<file path="config.mk">
export PLATFORM = sky130hd
export DESIGN_NAME = ata_sector_write_commands
export DESIGN_NICKNAME = d
export VERILOG_FILES = /design/src/ata_write_pkg.sv /design/src/ata_sector_write_commands.sv
export SDC_FILE = /design/constraint.sdc
export NUM_CORES = 2
export LEC_CHECK = 0
export BUFFER_PORTS_ARGS = -buffer_cell sky130_fd_sc_hd__buf_4
export CAP_MARGIN = 25
export CELL_PAD_IN_SITES_DETAIL_PLACEMENT = 1
export CELL_PAD_IN_SITES_GLOBAL_PLACEMENT = 2
export CORE_UTILIZATION = 40
export CTS_BUF_LIST = sky130_fd_sc_hd__clkbuf_2 sky130_fd_sc_hd__clkbuf_4 sky130_fd_sc_hd__clkbuf_8
export DETAILED_ROUTE_END_ITERATION = 16
export PLACE_DENSITY_LB_ADDON = 0.1
export SLEW_MARGIN = 20
export SYNTH_ARGS = -nofsm -noshare
export SYNTH_HDL_FRONTEND = slang
export SYNTH_SLANG_ARGS = --single-unit
</file>
<file path="constraint.sdc">
create_clock -name i_clk_sys -period 5.3 [get_ports i_clk_sys]
set_input_delay 0.265 -clock i_clk_sys [delete_from_list [all_inputs] [get_ports i_clk_sys]]
set_output_delay 0.265 -clock i_clk_sys [all_outputs]
set_load 0.01 [all_outputs]
</file>
<file path="src/ata_write_pkg.sv">
`default_nettype none
package ata_write_pkg;

  // register bus geometry
  localparam int ADDR_W = 6;
  localparam int DATA_W = 32;

  // register byte offsets
  localparam logic [ADDR_W-1:0] OFF_DATA      = 6'h00;
  localparam logic [ADDR_W-1:0] OFF_FEATURE   = 6'h04;
  localparam logic [ADDR_W-1:0] OFF_LENGTH    = 6'h08;
  localparam logic [ADDR_W-1:0] OFF_ADDR_LOW  = 6'h0C;
  localparam logic [ADDR_W-1:0] OFF_ADDR_MID  = 6'h10;
  localparam logic [ADDR_W-1:0] OFF_ADDR_HIGH = 6'h14;
  localparam logic [ADDR_W-1:0] OFF_UNIT      = 6'h18;
  localparam logic [ADDR_W-1:0] OFF_CMD_STAT  = 6'h1C;
  localparam logic [ADDR_W-1:0] OFF_ERROR     = 6'h20;
  localparam logic [ADDR_W-1:0] OFF_BLOCK_CFG = 6'h24;

  // command opcodes
  localparam logic [7:0] OP_WRITE_A       = 8'h30;
  localparam logic [7:0] OP_WRITE_B       = 8'h31;
  localparam logic [7:0] OP_WRITE_NOERASE = 8'h38;
  localparam logic [7:0] OP_WRITE_VERIFY  = 8'h3C;
  localparam logic [7:0] OP_BLOCK_NOERASE = 8'hCD;

  // status, error and config field positions
  localparam int STAT_BSY_BIT   = 7;
  localparam int STAT_RDY_BIT   = 6;
  localparam int STAT_DRQ_BIT   = 3;
  localparam int STAT_ERR_BIT   = 0;
  localparam int ERR_ABORT_BIT  = 2;
  localparam int ERR_WRITE_BIT  = 6;
  localparam int UNIT_LBA_BIT   = 6;
  localparam int BLK_ENABLE_BIT = 8;

  // reset values
  localparam logic [7:0] RST_LENGTH   = 8'h01;
  localparam logic [7:0] RST_ADDR_LOW = 8'h01;
  localparam logic [7:0] RST_UNIT     = 8'hA0;
  localparam logic [8:0] RST_BLOCK    = 9'h000;

  // transfer geometry
  localparam int          SECTOR_WORDS   = 256;
  localparam logic [8:0]  MAX_SECTORS    = 9'h100;
  localparam logic [7:0]  SUPPORTED_BLK  = 8'h01;

  // axi responses
  localparam logic [1:0] RESP_OKAY   = 2'h0;
  localparam logic [1:0] RESP_SLVERR = 2'h2;

  // request to the flash programming engine
  typedef struct packed {
    logic [27:0] addr;
    logic        lba_mode;
    logic        skip_erase;
    logic        verify;
  } prog_cmd_type;

endpackage
`default_nettype wire

</file>
<file path="src/ata_sector_write_commands.sv">
`timescale 1ns/1ns
`default_nettype none
module ata_sector_write_commands
  import ata_write_pkg::*;
#(
  parameter int SECTORS_PER_TRACK = 63,
  parameter int HEADS             = 16
) (
  // clock and reset
  input  wire logic                         i_clk_sys,
  input  wire logic                         i_sys_rst,
  // axi4-lite write address and data
  input  wire logic                         i_s_axi_awvalid,
  output var  logic                         o_s_axi_awready,
  input  wire logic [ata_write_pkg::ADDR_W-1:0] i_s_axi_awaddr,
  input  wire logic                         i_s_axi_wvalid,
  output var  logic                         o_s_axi_wready,
  input  wire logic [ata_write_pkg::DATA_W-1:0] i_s_axi_wdata,
  input  wire logic [3:0]                   i_s_axi_wstrb,
  // axi4-lite write response
  output var  logic                         o_s_axi_bvalid,
  input  wire logic                         i_s_axi_bready,
  output var  logic [1:0]                   o_s_axi_bresp,
  // axi4-lite read
  input  wire logic                         i_s_axi_arvalid,
  output var  logic                         o_s_axi_arready,
  input  wire logic [ata_write_pkg::ADDR_W-1:0] i_s_axi_araddr,
  output var  logic                         o_s_axi_rvalid,
  input  wire logic                         i_s_axi_rready,
  output var  logic [ata_write_pkg::DATA_W-1:0] o_s_axi_rdata,
  output var  logic [1:0]                   o_s_axi_rresp,
  // host interrupt request
  output var  logic                         o_host_intrq,
  // flash programming engine
  output var  logic                         o_prog_start,
  output var  ata_write_pkg::prog_cmd_type  o_prog_cmd,
  input  wire logic                         i_prog_done,
  input  wire logic                         i_prog_fail,
  input  wire logic [7:0]                   i_buf_rd_addr,
  output var  logic [15:0]                  o_buf_rd_data
);

  generate
    if (SECTORS_PER_TRACK < 1 || SECTORS_PER_TRACK > 255 || HEADS < 1 || HEADS > 16) begin : g_chk
      $error("geometry parameters out of range");
    end
  endgenerate

  localparam logic [7:0] SPT_LAST  = 8'(SECTORS_PER_TRACK);
  localparam logic [3:0] HEAD_LAST = 4'(HEADS - 1);

  typedef enum {ST_IDLE, ST_ACCEPT, ST_FILL, ST_PROG, ST_WAIT} state_type;

  state_type    state_reg;
  logic         awready_reg, wready_reg, bvalid_reg, arready_reg, rvalid_reg;
  logic [1:0]   bresp_reg, rresp_reg;
  logic [31:0]  rdata_reg;
  logic [ADDR_W-1:0] awaddr_reg;
  logic [31:0]  wdata_reg;
  logic         wstrb0_reg;
  logic [7:0]   feature_reg, length_reg, low_reg, mid_reg, high_reg, unit_reg;
  logic [7:0]   errcode_reg;
  logic         err_reg, intrq_reg, start_reg;
  logic [8:0]   block_cfg_reg;
  logic [8:0]   count_reg;
  logic [7:0]   word_idx_reg;
  logic         skip_erase_reg, verify_reg;
  prog_cmd_type prog_cmd_reg;
  logic [15:0]  buf_rd_reg;
  logic [15:0]  sector_mem [0:SECTOR_WORDS-1];

  // next consecutive sector address, lba or chs
  function automatic logic [27:0] advance(input logic [27:0] a, input logic lba);
    logic [27:0] r;
    r = a;
    if (lba) begin
      r = a + 28'h0000001;
    end else if (a[7:0] < SPT_LAST) begin
      r[7:0] = a[7:0] + 8'h01;
    end else begin
      r[7:0] = 8'h01;
      if (a[27:24] < HEAD_LAST) begin
        r[27:24] = a[27:24] + 4'h1;
      end else begin
        r[27:24] = 4'h0;
        r[23:8]  = a[23:8] + 16'h0001;
      end
    end
    return r;
  endfunction

  // bus decode
  wire         aw_hs     = i_s_axi_awvalid & awready_reg;
  wire         w_hs      = i_s_axi_wvalid & wready_reg;
  wire         b_hs      = bvalid_reg & i_s_axi_bready;
  wire         ar_hs     = i_s_axi_arvalid & arready_reg;
  wire         r_hs      = rvalid_reg & i_s_axi_rready;
  wire         do_write  = ~awready_reg & ~wready_reg & ~bvalid_reg;
  wire         wr_en     = do_write & wstrb0_reg;
  wire         idle      = (state_reg == ST_IDLE);
  wire         tf_write  = wr_en & idle;
  wire         wr_mapped = (awaddr_reg <= OFF_BLOCK_CFG) & (awaddr_reg[1:0] == 2'h0);
  wire         rd_mapped = (i_s_axi_araddr <= OFF_BLOCK_CFG) & (i_s_axi_araddr[1:0] == 2'h0);
  wire [7:0]   opcode    = wdata_reg[7:0];
  wire         cmd_write = tf_write & (awaddr_reg == OFF_CMD_STAT);
  wire         data_write = wr_en & (awaddr_reg == OFF_DATA) & (state_reg == ST_FILL);
  wire         stat_read = ar_hs & (i_s_axi_araddr == OFF_CMD_STAT);
  wire         lba_mode  = unit_reg[UNIT_LBA_BIT];
  wire [27:0]  cur_addr  = {unit_reg[3:0], high_reg, mid_reg, low_reg};
  wire [27:0]  nxt_addr  = advance(cur_addr, lba_mode);

  wire         op_plain  = (opcode == OP_WRITE_A) | (opcode == OP_WRITE_B);
  wire         blk_ok    = block_cfg_reg[BLK_ENABLE_BIT] & (block_cfg_reg[7:0] != 8'h00)
                           & (block_cfg_reg[7:0] == SUPPORTED_BLK);
  wire         op_block  = (opcode == OP_BLOCK_NOERASE);
  wire         op_known  = op_plain | (opcode == OP_WRITE_NOERASE)
                           | (opcode == OP_WRITE_VERIFY) | (op_block & blk_ok);
  wire         cmd_start = cmd_write & op_known;
  wire         cmd_abort = cmd_write & ~op_known;
  wire         last_word = data_write & (word_idx_reg == 8'hFF);
  wire         sect_done = (state_reg == ST_WAIT) & i_prog_done;
  wire         sect_ok   = sect_done & ~i_prog_fail;
  wire         more_left = (count_reg != 9'h001);

  // status byte; busy covers accept, programming and the engine wait after each sector
  wire         bsy       = (state_reg == ST_ACCEPT) | (state_reg == ST_PROG)
                           | (state_reg == ST_WAIT);
  wire         drq       = (state_reg == ST_FILL);
  wire         rdy       = ~bsy;
  // each flag widened before its shift so no bit falls off the top
  wire [7:0]   status    = (8'(bsy) << STAT_BSY_BIT) | (8'(rdy) << STAT_RDY_BIT)
                           | (8'(drq) << STAT_DRQ_BIT) | (8'(err_reg) << STAT_ERR_BIT);

  wire [7:0]   rd_byte   = (i_s_axi_araddr == OFF_FEATURE)   ? feature_reg :
                           (i_s_axi_araddr == OFF_LENGTH)    ? length_reg  :
                           (i_s_axi_araddr == OFF_ADDR_LOW)  ? low_reg     :
                           (i_s_axi_araddr == OFF_ADDR_MID)  ? mid_reg     :
                           (i_s_axi_araddr == OFF_ADDR_HIGH) ? high_reg    :
                           (i_s_axi_araddr == OFF_UNIT)      ? unit_reg    :
                           (i_s_axi_araddr == OFF_CMD_STAT)  ? status      :
                           (i_s_axi_araddr == OFF_ERROR)     ? errcode_reg : 8'h00;
  wire [31:0]  rd_word   = (i_s_axi_araddr == OFF_BLOCK_CFG) ? {23'h000000, block_cfg_reg}
                           : (rd_mapped ? {24'h000000, rd_byte} : 32'h00000000);

  // interrupt events; a set in the clearing cycle wins
  wire         irq_set   = cmd_abort | sect_done;
  wire         intrq_next = irq_set | (intrq_reg & ~stat_read);

  // axi write channels, taken in either order
  always_ff @(posedge i_clk_sys) begin
    if (i_sys_rst) begin
      awready_reg <= 1'b1;
      wready_reg  <= 1'b1;
      bvalid_reg  <= 1'b0;
      bresp_reg   <= RESP_OKAY;
      awaddr_reg  <= '0;
      wdata_reg   <= 32'h00000000;
      wstrb0_reg  <= 1'b0;
    end else begin
      if (aw_hs) begin
        awready_reg <= 1'b0;
        awaddr_reg  <= i_s_axi_awaddr;
      end
      if (w_hs) begin
        wready_reg <= 1'b0;
        wdata_reg  <= i_s_axi_wdata;
        wstrb0_reg <= i_s_axi_wstrb[0];
      end
      if (do_write) begin
        bvalid_reg <= 1'b1;
        bresp_reg  <= wr_mapped ? RESP_OKAY : RESP_SLVERR;
      end else if (b_hs) begin
        bvalid_reg  <= 1'b0;
        awready_reg <= 1'b1;
        wready_reg  <= 1'b1;
      end
    end
  end

  // axi read channel, answered one cycle after the address
  always_ff @(posedge i_clk_sys) begin
    if (i_sys_rst) begin
      arready_reg <= 1'b1;
      rvalid_reg  <= 1'b0;
      rdata_reg   <= 32'h00000000;
      rresp_reg   <= RESP_OKAY;
    end else if (ar_hs) begin
      arready_reg <= 1'b0;
      rvalid_reg  <= 1'b1;
      rdata_reg   <= rd_word;
      rresp_reg   <= rd_mapped ? RESP_OKAY : RESP_SLVERR;
    end else if (r_hs) begin
      rvalid_reg  <= 1'b0;
      arready_reg <= 1'b1;
    end
  end

  // task file; host writes only land while idle, so the engine owns it during a command
  always_ff @(posedge i_clk_sys) begin
    if (i_sys_rst) begin
      feature_reg   <= 8'h00;
      length_reg    <= RST_LENGTH;
      low_reg       <= RST_ADDR_LOW;
      mid_reg       <= 8'h00;
      high_reg      <= 8'h00;
      unit_reg      <= RST_UNIT;
      block_cfg_reg <= RST_BLOCK;
    end else if (sect_ok & more_left) begin
      {unit_reg[3:0], high_reg, mid_reg, low_reg} <= nxt_addr;
      length_reg <= length_reg - 8'h01;
    end else if (sect_ok) begin
      length_reg <= length_reg - 8'h01;
    end else if (tf_write) begin
      unique case (awaddr_reg)
        OFF_FEATURE:   feature_reg   <= wdata_reg[7:0];
        OFF_LENGTH:    length_reg    <= wdata_reg[7:0];
        OFF_ADDR_LOW:  low_reg       <= wdata_reg[7:0];
        OFF_ADDR_MID:  mid_reg       <= wdata_reg[7:0];
        OFF_ADDR_HIGH: high_reg      <= wdata_reg[7:0];
        OFF_UNIT:      unit_reg      <= wdata_reg[7:0];
        OFF_BLOCK_CFG: block_cfg_reg <= wdata_reg[8:0];
        default:       ;
      endcase
    end
  end

  // sector buffer, one sector deep; engine reads it while busy
  always_ff @(posedge i_clk_sys) begin
    if (data_write) begin
      sector_mem[word_idx_reg] <= wdata_reg[15:0];
    end
    buf_rd_reg <= sector_mem[i_buf_rd_addr];
  end

  // command sequencer
  always_ff @(posedge i_clk_sys) begin
    if (i_sys_rst) begin
      state_reg      <= ST_IDLE;
      err_reg        <= 1'b0;
      errcode_reg    <= 8'h00;
      intrq_reg      <= 1'b0;
      start_reg      <= 1'b0;
      count_reg      <= 9'h000;
      word_idx_reg   <= 8'h00;
      skip_erase_reg <= 1'b0;
      verify_reg     <= 1'b0;
      prog_cmd_reg   <= '0;
    end else begin
      intrq_reg <= intrq_next;
      start_reg <= 1'b0;
      unique case (state_reg)
        ST_IDLE: begin
          if (cmd_abort) begin
            err_reg     <= 1'b1;
            errcode_reg <= 8'(1 << ERR_ABORT_BIT);
          end else if (cmd_start) begin
            err_reg        <= 1'b0;
            errcode_reg    <= 8'h00;
            count_reg      <= (length_reg == 8'h00) ? MAX_SECTORS : {1'b0, length_reg};
            // engine falls back if not erased
            skip_erase_reg <= op_block | (opcode == OP_WRITE_NOERASE);
            verify_reg     <= (opcode == OP_WRITE_VERIFY);
            word_idx_reg   <= 8'h00;
            state_reg      <= ST_ACCEPT;
          end
        end
        ST_ACCEPT: begin
          state_reg <= ST_FILL;
        end
        ST_FILL: begin
          if (data_write) begin
            word_idx_reg <= word_idx_reg + 8'h01;
          end
          if (last_word) begin
            state_reg <= ST_PROG;
          end
        end
        ST_PROG: begin
          prog_cmd_reg <= '{addr: cur_addr, lba_mode: lba_mode,
                            skip_erase: skip_erase_reg, verify: verify_reg};
          start_reg    <= 1'b1;
          state_reg    <= ST_WAIT;
        end
        ST_WAIT: begin
          if (sect_done & i_prog_fail) begin
            err_reg     <= 1'b1;
            errcode_reg <= 8'(1 << ERR_WRITE_BIT);
            state_reg   <= ST_IDLE;
          end else if (sect_ok & more_left) begin
            count_reg    <= count_reg - 9'h001;
            word_idx_reg <= 8'h00;
            state_reg    <= ST_FILL;
          end else if (sect_ok) begin
            count_reg <= 9'h000;
            state_reg <= ST_IDLE;
          end
        end
      endcase
    end
  end

  assign o_s_axi_awready = awready_reg;
  assign o_s_axi_wready  = wready_reg;
  assign o_s_axi_bvalid  = bvalid_reg;
  assign o_s_axi_bresp   = bresp_reg;
  assign o_s_axi_arready = arready_reg;
  assign o_s_axi_rvalid  = rvalid_reg;
  assign o_s_axi_rdata   = rdata_reg;
  assign o_s_axi_rresp   = rresp_reg;
  assign o_host_intrq    = intrq_reg;
  assign o_prog_start    = start_reg;
  assign o_prog_cmd      = prog_cmd_reg;
  assign o_buf_rd_data   = buf_rd_reg;

endmodule // ata_sector_write_commands
`default_nettype wire

</file>
### After elaboration in Yosys (flattened, before gate mapping)

Memory sizes are Yosys's and may differ from the RTL's. A register that Yosys moved wholly into a read port is not among the register bits.
Cells that the tools add are included.

| word-level totals | value |
|---|---|
| logic and storage cells | 248 |
| memory bits (writable) | 4096 |
| memories kept | 1 |
| output and inout bits | 90 |
| bits in registers | 214 |
| input bits | 65 |

| cells by class | value |
|---|---|
| add/subtract/negate cells | 7 |
| magnitude comparators | 4 |
| eq/ne operators | 46 |
| bitwise operators | 48 |
| multiplexer cells | 79 |
| reductions and logical operators | 31 |

Memory list:

| name | words | width | rd ports | clocked after memory_dff | write ports | line | source |
|---|---|---|---|---|---|---|---|
| sector_mem | 256 | 16 | 1 | 1 | 1 | ata_sector_write_commands.sv:70 | `logic [15:0] sector_mem [0:SECTOR_WORDS-1];` |

Operator list:

| kind | number |
|---|---|
| 8-bit 2-to-1 mux | 33 |
| 32-bit 2-to-1 mux | 6 |
| 32-bit case mux with 5 select lines | 1 |
| 32-bit by 2-bit equality test with 1-bit output (second input constant) | 3 |
| 32-bit by 3-bit equality test with 1-bit output (second input constant) | 3 |
| 32-bit zero test | 2 |
| 9-bit 2-to-1 mux | 7 |
| 6-bit by 5-bit equality test with 1-bit output (second input constant) | 8 |
| 32-bit by 1-bit equality test with 1-bit output (second input constant) | 1 |
| 32-bit by 4-bit equality test with 1-bit output (second input constant) | 1 |
| 8-bit by 6-bit equality test with 1-bit output (second input constant) | 4 |
| 28-bit by 1-bit adder with 28-bit output (second input constant) | 1 |
| 28-bit 2-to-1 mux | 1 |
| 1-bit AND | 26 |
| 6-bit by 4-bit equality test with 1-bit output (second input constant) | 4 |
| 8-bit case mux with 3 select lines | 1 |
| 20-bit 2-to-1 mux | 1 |
| 4-bit 2-to-1 mux | 5 |
| 4-bit AND reduction | 5 |
| 6-bit equality test (second input constant) | 3 |
| 1-bit 2-to-1 mux | 18 |
| 9-bit case mux with 2 select lines | 1 |
| 16-bit by 1-bit adder with 16-bit output (second input constant) | 1 |
| 8-bit by 1-bit adder with 8-bit output (second input constant) | 2 |
| other kinds (33) | 77 |

### Depth between registers and ports, before layout

| logic depth | value |
|---|---|
| depth in word-level cells | 16 |
| gate-level depth with buffers | 13 |
| mapped depth without buffers | 8 |

### Least setup slack after synthesis

Ideal clock, no wire load.

| timing | value |
|---|---|
| path kind | register to register |
| from | reg wdata_reg[6] |
| to | reg count_reg[2] |
| setup slack | -0.188 ns |
| library setup time | 0.070 ns |
| stages on the path, launching flop included | 10 |
| clock period less this slack | 5.488 ns |
| data required time | 5.230 ns |
| data arrival time | 5.418 ns |
| path buffers | 2 |
| cells stage by stage | dfxtp_1 clkbuf_1 nand4bb_1 a2111oi_0 a31oi_1 nor2_1 o21ai_0 clkbuf_1 o21ai_0 a21oi_1 |

| between the ends | value |
|---|---|
| longest elaborated chain between the ends | 9 |
| elaborated cells between the ends (all ways) | 16 |
| classes of those cells | eq/ne (7); bitwise (8); reduce/logical (1) |

RTL lines:

| what | line | source |
|---|---|---|
| from (decl) | ata_sector_write_commands.sv:59 | `logic [31:0] wdata_reg;` |
| from (signal assigned) | ata_sector_write_commands.sv:166 | `wdata_reg <= i_s_axi_wdata;` |
| 8-bit by 6-bit equality test with 1-bit output | ata_sector_write_commands.sv:112 | `wire op_plain = (opcode == OP_WRITE_A) \| (opcode == OP_WRITE_B);` |
| 1-bit OR | ata_sector_write_commands.sv:112 |  |
| 1-bit OR | ata_sector_write_commands.sv:116 | `wire op_known = op_plain \| (opcode == OP_WRITE_NOERASE)` |
| 1-bit OR | ata_sector_write_commands.sv:117 | `\| (opcode == OP_WRITE_VERIFY) \| (op_block & blk_ok);` |
| 1-bit OR * | ata_sector_write_commands.sv:117 |  |
| 1-bit inverter | ata_sector_write_commands.sv:119 | `wire cmd_abort = cmd_write & ~op_known;` |
| 1-bit AND | ata_sector_write_commands.sv:119 |  |
| 2-bit inequality test (no source line) | - |  |
| 5-bit AND reduction (no source line) * | - |  |
| to (signal assigned) | ata_sector_write_commands.sv:259 | `count_reg <= (length_reg == 8'h00) ? MAX_SECTORS : {1'b0, length_reg};` |
| to (signal assigned) | ata_sector_write_commands.sv:290 | `count_reg <= count_reg - 9'h001;` |
| to (decl) | ata_sector_write_commands.sv:65 | `logic [8:0] count_reg;` |

Mark *: on every way between the ends. The rest lies on a longest branch, timed or not.
A chain may end at the register's enable or synchronous reset.

==> impl_metrics.ini <==
[outcome]
run_status = completed

[sta]
finalCriticalPeriod_ps = 3860
fin_skew_ps = 59.3
top_achievable_clock_speed_mhz = 259
setup_tns_ps = 0
timing.final.crit_share_pct = 72.8
drv_slew = 0
hold_viol = 0
finalSetupViolations = 0
worst-slew-pin-transition_ps = 1190
grt_setup_unrepaired = no
fin_ws_ps = 1440
timing.max_slew.rel_slack_pct = 20.5

[detailed_routing]
drt-vias-per-instance = 5.70
drcViolationCount = 0
drt-initial-drc-count = 8320
routed_wire_length_per_instance_um = 32.6
wl_mm = 502
dr_total_vias = 87800
ant_nets = 0
drt_first_pass_iters = 5

[global_route]
grt_first_pass_wirelength_mm = 704
grt-ovfl-total = 0
grt_use_total_pct = 23.7
antenna_found_initial = 25
grt_start_max_net_pins = 165
grt_pass1_vias = 91800

[clocking]
cts.reportedPaths.clkPinSlew_ps = 60
clk_path_buf_depth = 4
clock_insertion_delay_worst_skew_ps = 1260
post_cts_buffers = 0
clock_tree.htree_level_count = 6
cts_tree = yes
clockRootBuffer = sky130_fd_sc_hd__clkbuf_8
tritoncts_num_sinks = 4266
cts-buffers-inserted = 722

[synthesis]
syn_inst = 8420
ys_dominant_reg_cell = sky130_fd_sc_hd__edfxtp_1
ys_seq_elements = 4266
syn_avg_cell_area_um2 = 19.8
synth-edff-count = 4096
synth_area_leader_cell = sky130_fd_sc_hd__edfxtp_1
netlist_top_cells_area = sky130_fd_sc_hd__edfxtp_1, sky130_fd_sc_hd__mux4_2, sky130_fd_sc_hd__mux2i_1
yosysUniqueCellTypes = 85
synthesis.yosys.warnings = 0
seq_area_frac_synth_pct = 75.8
netlist_area_pre_place_um2 = 167000
synth_top_area_share_pct = 73.8
yosys.cell_count.top_type = sky130_fd_sc_hd__edfxtp_1
synth_top_cells_by_count = sky130_fd_sc_hd__edfxtp_1, sky130_fd_sc_hd__mux4_2, sky130_fd_sc_hd__mux2i_1, sky130_fd_sc_hd__nor2_1, sky130_fd_sc_hd__a21oi_1
postSynth.asyncResetShare_pct = 0

[cells_and_area]
final_layout_size_suffix_gt1_share_pct = 27.0
flip_flop_count_of_the_largest_register_all_copies_and_words_added = 4096
multi_input_comb_area_um2 = 37200
number_of_nets_in_the_layout = 9453
finalInstanceArea_um2 = 191000
registers.top_by_ff_count = sector_mem
final.fill_count = 38400
layout.area.seq_um2 = 126000
syn2layout_area_growth_pct = 14.6

[placed_design]
gp_congestion = 0.829
detailed_place_hpwl_mm = 302
buffer_ports.inserted = 110
pre_cts_ws_ps = 788
dp_area_um2 = 176000

[worst_hold_path]
worst_min_delay_path_class = in -> reg

[floorplan]
width_of_the_die_um = 648
die-area_um2 = 419000
count_of_pins_on_the_block_boundary = 155
initial_core_util_pct = 40.3
row_count = 236
fp.coreArea_um2 = 414000
die_h_um = 648

[critical_path]
reg_to_reg_endpoint = o_buf_rd_data[14]
r2r_setup_slack_ps = 1440
critPathRequiredTime_ps = 6430
critical_path.reg2reg.startpoint = sector_mem[0][14]
setup.worst_path.class = reg -> reg
path_max_fanout = 1
worst_setup_path_endpoint = o_buf_rd_data[14]
worstPathArrival_ps = 4990
worstSetupStartpointType = flop
startpoint = sector_mem[0][14]
timing.reg2reg.worst_path_depth = 9
timing.critical_path.to_type = flop

[power]
power-per-cell-area_nw_per_um2 = 362
cellLeakagePower_nw = 65.5
design_power_total_mw = 69.2
worst_ir_drop_vdd_uv = 194

[flow_run]
max_cap_viol_count = 0
## cell families (layout without fill, tap and decap cells)
group           Yosys count  after routing  synth area share (%)
simple gates           1023           1023                  2.77
buf+inv                 573           2044                  2.12
xor+xnor                  7              7                0.0368
compound gates         1032           1032                  4.22
flops                  4266           4266                  75.8
fa+ha+maj                11             11                0.0826
other cells               1             35               0.00225
mux                    1507           1507                  14.9
## where the power goes
part,total (mW),switching [mW],internal [mW]
registers,37.2,0.181,37.0
logic,3.47,2.31,1.16
clock network,28.6,13.4,15.1
## worst max-delay path, cell delays in order, from the launching register on
cell and delay, ps:
sky130_fd_sc_hd__edfxtp_1 370, sky130_fd_sc_hd__mux4_2 450, sky130_fd_sc_hd__mux2i_1 360, sky130_fd_sc_hd__o21ai_0 130
sky130_fd_sc_hd__nor2_1 380, sky130_fd_sc_hd__o21ai_0 440, sky130_fd_sc_hd__buf_4 270, sky130_fd_sc_hd__o22ai_1 680
sky130_fd_sc_hd__nor4_2 120, sky130_fd_sc_hd__dlygate4sd3_1 580
## layout by cell type (no fill, tap or decap), types with 24 or more instances in the layout
master / netlist / final
sky130_fd_sc_hd__edfxtp_1: 4096 / 4096
sky130_fd_sc_hd__mux4_2: 770 / 770
sky130_fd_sc_hd__clkbuf_8: 0 / 745
sky130_fd_sc_hd__mux2i_1: 715 / 715
sky130_fd_sc_hd__buf_4: 70 / 583
sky130_fd_sc_hd__nor2_1: 413 / 326
sky130_fd_sc_hd__a21oi_1: 262 / 262
sky130_fd_sc_hd__nand2_1: 261 / 243
sky130_fd_sc_hd__clkbuf_4: 0 / 232
sky130_fd_sc_hd__o221ai_1: 211 / 211
sky130_fd_sc_hd__clkinv_1: 1 / 171
sky130_fd_sc_hd__o22ai_1: 168 / 168
sky130_fd_sc_hd__dfxtp_1: 170 / 154
sky130_fd_sc_hd__nor3_1: 118 / 115
sky130_fd_sc_hd__o21ai_0: 111 / 111
sky130_fd_sc_hd__dlygate4sd3_1: 0 / 103
sky130_fd_sc_hd__nor2_2: 0 / 87
sky130_fd_sc_hd__a22oi_1: 71 / 71
sky130_fd_sc_hd__nand3_1: 57 / 57
sky130_fd_sc_hd__buf_12: 23 / 53
sky130_fd_sc_hd__clkinv_2: 0 / 52
sky130_fd_sc_hd__a211oi_1: 38 / 38
sky130_fd_sc_hd__a221oi_1: 29 / 29
sky130_fd_sc_hd__inv_1: 30 / 29
sky130_fd_sc_hd__nor4_1: 28 / 27
sky130_fd_sc_hd__conb_1: 1 / 25
sky130_fd_sc_hd__and3_1: 24 / 24
## layer usage
metal	vias up	track usage (%)	part of all wire [%]
li1	36900	-	-
met1	47700	33.3	44
met4	0	6.75	2.9
met2	2580	38.7	48
met3	667	3.28	5.1
met5	-	0	0
## through the flow
stage | cells | hold slack (ps) | utilization, %
after global routing | 15400 | 121 | 46.1
after floorplan | 8444 | 365 | -
after detailed placement | 14000 | 454 | 42.6
final | 15400 | 185 | 46.1
after CTS | 15400 | 53.8 | 46.1
after global placement | 14000 | 450 | 42.5
## area by class of cell
type	instances	share of cell area, %
repair buffers	750	3.46
well taps	5474	3.59
multi-input cells	3605	19.5
inverters	32	0.0747
diodes	10	0.0131
clock buffers	977	6.28
flip-flops and latches	4266	66.2
clock inverters	285	0.917
## what timing repair did
item	4_1_cts	5_1_grt
hold buffers	104	0
gates resized for setup	0	0
hold endpoints to repair	148	0
## worst min-delay path by stage
| stage | start | slack [ps] | cells after the start | to |
|---|---|---|---|---|
| after CTS | i_buf_rd_addr[2] | 50 | 4 | o_buf_rd_data[13] |
| after global routing | i_buf_rd_addr[2] | 120 | 4 | o_buf_rd_data[13] |
| final | i_buf_rd_addr[2] | 190 | 4 | o_buf_rd_data[13] |
| after global placement | o_prog_cmd[14] | 450 | 2 | o_prog_cmd[14] |
| after detailed placement | o_prog_cmd[14] | 450 | 2 | o_prog_cmd[14] |
| after floorplan | i_s_axi_wvalid | 370 | 1 | o_s_axi_wready |
No activity file was read; power rests on OpenSTA's default activity.
